--- src/verilog/fccd_pkg.sv ---
package fccd_pkg;
   localparam logic [7:0] FCCD_ESC_BYTE = 8'h1F;
   // "bit 5" counts from one: hex 10 to 1F are the skip codes, so it is bit 4 here
   localparam int FCCD_SKIP_BIT = 4;
   localparam logic [3:0] FCCD_MAX_CHAN = 4'hC;
   localparam int FCCD_NCHAN = 12;
   localparam int FCCD_MAX_LINES = 176;
   localparam int FCCD_LINE_W = 8;
   // fault codes shown on the status display
   localparam logic [3:0] FCCD_ERR_NONE = 4'h0;
   localparam logic [3:0] FCCD_ERR_UNDEF = 4'h1;
   localparam logic [3:0] FCCD_ERR_NOCHAN = 4'h2;
   localparam logic [3:0] FCCD_ERR_TAPE = 4'h3;
   localparam logic [7:0] FCCD_RST_PAGE_LEN = 8'h42;
endpackage

--- src/verilog/fccd_decoder.sv ---
`timescale 1ns/10ps
module fccd_decoder #(
   parameter int NCHAN = fccd_pkg::FCCD_NCHAN,
   parameter int LINE_W = fccd_pkg::FCCD_LINE_W
) (
   input wire logic clk,
   input wire logic arst_n,
   input wire logic rx_valid,
   input wire logic [7:0] rx_byte,
   input wire logic online,
   input wire logic tape_rerun_sw,
   input wire logic tape_row_valid,
   input wire logic [NCHAN-1:0] tape_row_holes,
   input wire logic [LINE_W-1:0] panel_page_len,
   input wire logic [LINE_W-1:0] panel_perf_skip,
   input wire logic fault_clear,
   input wire logic print_done,
   input wire logic line_fed,
   output logic print_req,
   output logic feed_step,
   output logic busy,
   output logic fault,
   output logic [3:0] err_code,
   output logic [LINE_W-1:0] line_pos,
   output logic tape_loaded
);
   import fccd_pkg::*;
   initial begin
      if (NCHAN != 6 && NCHAN != 12) $error("channel count must be 6 or 12");
      if (LINE_W < 8) $error("line index too narrow");
   end
   localparam int DEPTH = 1 << LINE_W;

   // ************************
   // pin synchronisers
   // ************************
   logic sw_m_r, sw_s_r, sw_d_r, on_m_r, on_s_r;
   always_ff @(posedge clk or negedge arst_n) begin
      if (!arst_n) begin
         sw_m_r <= 1'b0;
         sw_s_r <= 1'b0;
         sw_d_r <= 1'b0;
         on_m_r <= 1'b0;
         on_s_r <= 1'b0;
      end else begin
         sw_m_r <= tape_rerun_sw;
         sw_s_r <= sw_m_r;
         sw_d_r <= sw_s_r;
         on_m_r <= online;
         on_s_r <= on_m_r;
      end
   end
   wire sw_press = sw_s_r && !sw_d_r;

   // ************************
   // tape load and forms control buffer
   // ************************
   logic pwr_up_r;
   logic [NCHAN-1:0] forms_control_buffer [DEPTH];
   logic [LINE_W-1:0] form_len_r;
   logic [NCHAN-1:0] loaded_chan_r;
   wire ld_busy, ld_wr, ld_done, ld_ovf;
   wire [LINE_W-1:0] ld_addr;
   wire [NCHAN-1:0] ld_data;
   wire tape_start = pwr_up_r || (sw_press && !on_s_r);
   fccd_tape_loader #(.NCHAN(NCHAN), .LINE_W(LINE_W)) u_loader (
      .clk(clk),
      .arst_n(arst_n),
      .start(tape_start),
      .row_valid(tape_row_valid),
      .row_holes(tape_row_holes),
      .busy(ld_busy),
      .wr_en(ld_wr),
      .wr_addr(ld_addr),
      .wr_data(ld_data),
      .done(ld_done),
      .overflow(ld_ovf)
   );
   always_ff @(posedge clk) begin
      if (ld_wr) forms_control_buffer[ld_addr] <= ld_data;
   end

   // ************************
   // command decode
   // ************************
   typedef enum logic [2:0] {FCCD_IDLE, FCCD_ARMED, FCCD_PRINT, FCCD_FEED} fccd_st_e;
   fccd_st_e st_r, st_nxt;
   logic [3:0] cmd_r;
   logic skip_mode_r;
   logic [4:0] remain_r;
   logic [LINE_W-1:0] pos_r;
   logic fault_r;
   logic [3:0] err_r;
   logic loaded_r;

   wire [3:0] nib = rx_byte[3:0];
   wire is_skip = rx_byte[FCCD_SKIP_BIT];
   wire chan_ok = (nib != 4'h0) && (nib <= FCCD_MAX_CHAN) && (32'(nib) <= NCHAN);
   wire chan_present = loaded_r && chan_ok && loaded_chan_r[nib - 4'h1];
   wire undef = !is_skip && !chan_ok;
   wire cmd_take = (st_r == FCCD_ARMED) && rx_valid;
   wire cmd_bad = cmd_take && (undef || (!is_skip && !chan_present));
   // page wraps at the loaded tape form length, or at the panel page when no tape is loaded; panel perforation band is jumped over
   wire [LINE_W-1:0] page_len = loaded_r ? form_len_r : panel_page_len;
   wire [LINE_W-1:0] pos_inc = (pos_r + 1'b1 >= page_len) ? '0 : pos_r + 1'b1;
   wire in_perf = !loaded_r && (panel_page_len > panel_perf_skip) &&
                  (pos_inc >= panel_page_len - panel_perf_skip);
   wire [NCHAN-1:0] row_at = forms_control_buffer[pos_inc];
   wire chan_hit = skip_mode_r ? 1'b0 : row_at[cmd_r - 4'h1];
   wire feed_last = skip_mode_r ? (remain_r <= 5'd1 && !in_perf) : chan_hit;

   always_comb begin
      st_nxt = st_r;
      case (st_r)
         FCCD_IDLE: if (rx_valid && rx_byte == FCCD_ESC_BYTE && !fault_r && !ld_busy)
            st_nxt = FCCD_ARMED;
         FCCD_ARMED: if (rx_valid) st_nxt = cmd_bad ? FCCD_IDLE : FCCD_PRINT;
         FCCD_PRINT: if (print_done)
            st_nxt = (skip_mode_r && cmd_r == 4'h0) ? FCCD_IDLE : FCCD_FEED;
         FCCD_FEED: if (line_fed && feed_last) st_nxt = FCCD_IDLE;
         default: st_nxt = FCCD_IDLE;
      endcase
   end

   always_ff @(posedge clk or negedge arst_n) begin
      if (!arst_n) begin
         st_r <= FCCD_IDLE;
         cmd_r <= 4'h0;
         skip_mode_r <= 1'b0;
         remain_r <= 5'd0;
         pwr_up_r <= 1'b1;
      end else begin
         st_r <= st_nxt;
         pwr_up_r <= 1'b0;
         if (cmd_take) begin
            cmd_r <= nib;
            skip_mode_r <= is_skip;
            remain_r <= {1'b0, nib};
         end else if (st_r == FCCD_FEED && line_fed && !in_perf && remain_r != 5'd0) begin
            remain_r <= remain_r - 5'd1;
         end
      end
   end

   always_ff @(posedge clk or negedge arst_n) begin
      if (!arst_n) begin
         pos_r <= '0;
      end else if (st_r == FCCD_FEED && line_fed) begin
         pos_r <= pos_inc;
      end
   end

   always_ff @(posedge clk or negedge arst_n) begin
      if (!arst_n) begin
         loaded_r <= 1'b0;
         loaded_chan_r <= '0;
         form_len_r <= '0;
      end else if (tape_start) begin
         loaded_r <= 1'b0;
         loaded_chan_r <= '0;
      end else begin
         if (ld_wr) loaded_chan_r <= loaded_chan_r | ld_data;
         if (ld_wr) form_len_r <= ld_addr + 1'b1;
         if (ld_done) loaded_r <= 1'b1;
      end
   end

   // fault setting wins over an operator clear in the same cycle
   always_ff @(posedge clk or negedge arst_n) begin
      if (!arst_n) begin
         fault_r <= 1'b0;
         err_r <= FCCD_ERR_NONE;
      end else if (cmd_bad) begin
         fault_r <= 1'b1;
         err_r <= undef ? FCCD_ERR_UNDEF : FCCD_ERR_NOCHAN;
      end else if (ld_ovf) begin
         fault_r <= 1'b1;
         err_r <= FCCD_ERR_TAPE;
      end else if (fault_clear) begin
         fault_r <= 1'b0;
         err_r <= FCCD_ERR_NONE;
      end
   end

   assign print_req = (st_r == FCCD_PRINT);
   assign feed_step = (st_r == FCCD_FEED);
   assign busy = (st_r != FCCD_IDLE) || ld_busy;
   assign fault = fault_r;
   assign err_code = err_r;
   assign line_pos = pos_r;
   assign tape_loaded = loaded_r;
endmodule

--- src/verilog/fccd_tape_loader.sv ---
`timescale 1ns/10ps
// ************************
// tape reader capture
// ************************
module fccd_tape_loader #(
   parameter int NCHAN = fccd_pkg::FCCD_NCHAN,
   parameter int LINE_W = fccd_pkg::FCCD_LINE_W
) (
   input wire logic clk,
   input wire logic arst_n,
   input wire logic start,
   input wire logic row_valid,
   input wire logic [NCHAN-1:0] row_holes,
   output logic busy,
   output logic wr_en,
   output logic [LINE_W-1:0] wr_addr,
   output logic [NCHAN-1:0] wr_data,
   output logic done,
   output logic overflow
);
   import fccd_pkg::*;
   initial begin
      if (NCHAN < 1 || LINE_W < 1) $error("bad loader size");
   end
   typedef enum logic [1:0] {FCCD_T_IDLE, FCCD_T_SEEK, FCCD_T_LOAD} fccd_tst_e;
   fccd_tst_e st_r, st_nxt;
   logic [LINE_W-1:0] addr_r;
   wire top_row = row_valid && row_holes[0];
   wire at_end = (addr_r == {LINE_W{1'b1}});
   always_comb begin
      st_nxt = st_r;
      case (st_r)
         FCCD_T_IDLE: if (start) st_nxt = FCCD_T_SEEK;
         FCCD_T_SEEK: if (top_row) st_nxt = FCCD_T_LOAD;
         FCCD_T_LOAD: if (top_row || (row_valid && at_end)) st_nxt = FCCD_T_IDLE;
         default: st_nxt = FCCD_T_IDLE;
      endcase
   end
   always_ff @(posedge clk or negedge arst_n) begin
      if (!arst_n) begin
         st_r <= FCCD_T_IDLE;
         addr_r <= '0;
      end else begin
         st_r <= st_nxt;
         if (st_r == FCCD_T_SEEK) addr_r <= '0;
         else if (st_r == FCCD_T_LOAD && row_valid && !top_row) addr_r <= addr_r + 1'b1;
      end
   end
   // first channel-1 row is line 0; rows follow until the next channel-1 row
   assign wr_en = row_valid && ((st_r == FCCD_T_SEEK && top_row) ||
                  (st_r == FCCD_T_LOAD && !top_row && !at_end));
   assign wr_addr = (st_r == FCCD_T_SEEK) ? '0 : addr_r + 1'b1;
   assign wr_data = row_holes;
   assign busy = (st_r != FCCD_T_IDLE);
   assign done = (st_r == FCCD_T_LOAD) && top_row;
   assign overflow = (st_r == FCCD_T_LOAD) && row_valid && at_end && !top_row;
endmodule
--- config.mk ---
export PLATFORM = sky130hd
export DESIGN_NAME = fccd_decoder
export DESIGN_NICKNAME = d
export VERILOG_FILES = /design/src/verilog/fccd_pkg.sv /design/src/verilog/fccd_decoder.sv /design/src/verilog/fccd_tape_loader.sv
export SDC_FILE = /design/constraint.sdc
export NUM_CORES = 2
export LEC_CHECK = 0
export BUFFER_PORTS_ARGS = -buffer_cell sky130_fd_sc_hd__buf_2
export CAP_MARGIN = 20
export CORE_MARGIN = 10
export CORE_UTILIZATION = 35
export DETAILED_ROUTE_END_ITERATION = 16
export PLACE_DENSITY = 0.59
export SLEW_MARGIN = 10
export SYNTH_ARGS = -nofsm -noshare
export SYNTH_HDL_FRONTEND = slang
export SYNTH_HIERARCHICAL = 1
export SYNTH_SLANG_ARGS = --single-unit
--- constraint.sdc ---
create_clock -name clk -period 15.6 [get_ports clk]
set_input_delay 1.56 -clock clk [delete_from_list [all_inputs] [get_ports clk]]
set_output_delay 1.56 -clock clk [all_outputs]
set_load 0.02 [all_outputs]
==> impl_metrics.yaml <==
global_routing:
  grt_pass1_vias: 70900
  grt_antenna_before_repair: 12
  overflow: 0
  grt_first_pass_wirelength_um: 569000
  grt_usage: 0.207
  grt_max_degree: 164
floorplan:
  start_util: 0.351
  die_w_um: 615
  die_h_um: 615
  num_rows: 218
  dieArea_mm2: 0.379
  ioPinCount: 62
  core_area_mm2: 0.353
layout:
  final_cells: 12400
  drive_above_1_share: 0.190
  area_delta_synth_final_pct: 14.7
  nets: 7535
  fill_cells: 31600
  postLayoutCoreUtil: 0.403
  fin_area_mm2: 0.142
yosys:
  syn_avg_cell_area_um2: 17.3
  netlist.area_leader.share: 0.744
  yosysTopAreaCell: "edfxtp_1"
  synth_flop_cell: "edfxtp_1"
  synth.area.top_cells: "edfxtp_1 (74%), mux4_2 (7.7%), nand2_1 (2.0%), mux2i_1 (1.7%), a21oi_1 (1.3%)"
  syn_area_mm2: 0.124
  synth_edf_count: 3072
  async_flop_share: 0.0192
  synthAdderAreaFrac: 0.00389
  muxShareOfSynthArea: 0.0991
  synth.ff_latch_count: 3132
  synth_compound_area_frac: 0.0701
  synthTopCellsByCount: "edfxtp_1 (3,072), nand2_1 (677), mux4_2 (425)"
  synth_xor_area_frac: 0.00196
  synth_top_family_by_area: "multiplexers"
  synth.most_common_cell: "edfxtp_1"
  syn_inst: 7156
  synth_cell_types: 89
  yosysWarnings: 6
  synth-simple-area-share: 0.0502
  seq_area_frac_synth: 0.756
route:
  wire_per_inst_um: 32.8
  viasPerCell: 5.87
  drc: 0
  drtIter0Drc: 11100
  num_vias: 73100
  drtAntennaViolNets: 0
  drtPass1Iterations: 6
  drt_wl_total_um: 409000
worst_setup_path:
  timing.rr.start: "line_pos[0]$_DFFE_PN0P_"
  required_ns: 16.37
  crit_type: "flip-flop to flip-flop"
  worst_ep_arrival_time_ns: 9.80
  crit_path_start: "line_pos[0]$_DFFE_PN0P_"
  worst_setup_path_end_kind: "flip-flop"
  critPathMaxFanout: 54
  critPathLaunchType: "flip-flop"
clocking:
  ctsResizeCount: 0
  clk_pin_slew_ns: 0.07
  clock_latency_ns: 0.94
  htreeDepth: 5
  cts_buffers: 326
  cts_tree: "yes"
  cts_hold_buf: 0
  root_buffer: "clkbuf_16"
  cts_sinks: 3132
  cts_max_path_buffers: 4
  cts_setup_buffers: 0
timing:
  tns_ns: 0
  fin_crit_sh: 0.579
  maxSlewViolCount: 0
  holdWs_ns: 0.350
  worstMarginPinSlew_ns: 1.35
  finalSetupViolations: 0
  fmax_mhz: 111
  layout_setup_ws_ns: 6.56
  clock_skew_ns: 0.0640
  slew_headroom: 0.0983
  rsz0062_at_grt: "false"
  hold_viol: 0
  post-route-min-period_ns: 9.04
placement:
  placedCellCount: 11800
  place_area_mm2: 0.132
  globalplace.congestion: 0.952
  dp_hpwl_um: 250000
  io_buffer_count: 59
  preCtsSetupSlack_ns: 7.13
status:
  status: "completed"
worst_hold_path:
  min_path_type: "flip-flop to flip-flop"
  hp-start: "sw_m_r$_DFF_PN0_"
power:
  p_per_area_mw_per_mm2: 167
  leakage_nw: 44.8
  power_mw: 23.7
  peakVddDrop_mv: 0.235
flow_run:
  drv_cap: 0
[where the power goes]
part	internal (mW)	leakage [nW]	switching, mW
clock	4.30	5.02	3.32
sequential	9.28	28.4	0.0705
combinational	2.03	11.4	4.72
[worst paths after layout]
kind                       slack, ns  cells after the start                             end
max                             6.56                     17             st_r[0]$_DFFE_PN0P_
max reg2reg                     6.56                     17             st_r[0]$_DFFE_PN0P_
min in group asynchronous       0.82                      2  u_loader/addr_r[7]$_DFFE_PN0P_
max in group asynchronous      14.09                      2         line_pos[0]$_DFFE_PN0P_
min                             0.35                      0                sw_s_r$_DFF_PN0_
min reg2reg                     0.35                      0                sw_s_r$_DFF_PN0_
[cells in the final DEF, fill, tap and decap left out, types with 46 or more instances in the layout]
| master | count |
|---|---|
| a211oi_1 | 72 |
| a21oi_1 | 312 |
| a221oi_1 | 52 |
| a22oi_1 | 83 |
| a311oi_1 | 80 |
| a31oi_1 | 110 |
| buf_2 | 48 |
| buf_4 | 332 |
| buf_6 | 46 |
| clkbuf_1 | 67 |
| clkbuf_16 | 330 |
| clkinv_1 | 75 |
| clkinv_2 | 49 |
| dfrtp_1 | 58 |
| edfxtp_1 | 3072 |
| mux2_2 | 50 |
| mux2i_1 | 215 |
| mux4_2 | 425 |
| nand2_1 | 674 |
| nand3_1 | 138 |
| nor2_1 | 354 |
| nor3_1 | 56 |
| o211ai_1 | 52 |
| o21ai_0 | 197 |
[critical path: stages (launching register included)]
cell and delay, ns:
dfrtp_4 0.92, buf_4 0.69, nand2_1 0.23, nor3_1 0.28, xor2_1 0.69, ha_1 0.45
and4_1 0.29, a211oi_4 0.66, o211ai_1 0.30, inv_2 0.57, buf_4 0.59, nand3_1 0.80
nor4_1 0.87, a211oi_1 0.16, a31oi_1 0.73, nand4_1 0.24, a21oi_1 0.23, a21oi_1 0.10
[logic make-up (layout without fill, tap and decap cells)]
logic type | count (synthesis) | count (layout)
AO/OA/AOI/OAI | 1283 | 1283
buffers and inverters | 534 | 1084
AND/OR/NAND/NOR | 1451 | 1451
XOR/XNOR | 26 | 26
multiplexers | 691 | 691
flip-flops | 3132 | 3132
adder cells (fa/ha/maj) | 38 | 38
other | 1 | 13
[registers in the layout, indices dropped and copies added (netlist names), 2 cells and up]
signal	flops
line_pos	8
st_r	2
remain_r	5
forms_control_buffer	3072
form_len_r	8
err_code	2
cmd_r	4
loaded_chan_r	12
u_loader/addr_r	8
u_loader/st_r	2
[metal layers]
layer,routed length (um),up-vias,GRT usage
li1,-,29400,-
met1,153000,38100,0.272
met2,183000,4524,0.317
met3,45600,1006,0.0546
met4,26000,14,0.108
met5,221,-,0.00262
[area by class of cell]
cell class,count,area (um2),area share
clock buffers,399,8540,0.0600
flip-flops and latches,3132,93800,0.659
inverters,41,181,0.00127
multi-input cells,3492,28300,0.199
well taps,4730,5920,0.0416
repair buffers,459,3810,0.0268
diodes,10,25.0,0.000176
clock inverters,185,1810,0.0127
Power figures use the tool's default switching activity.
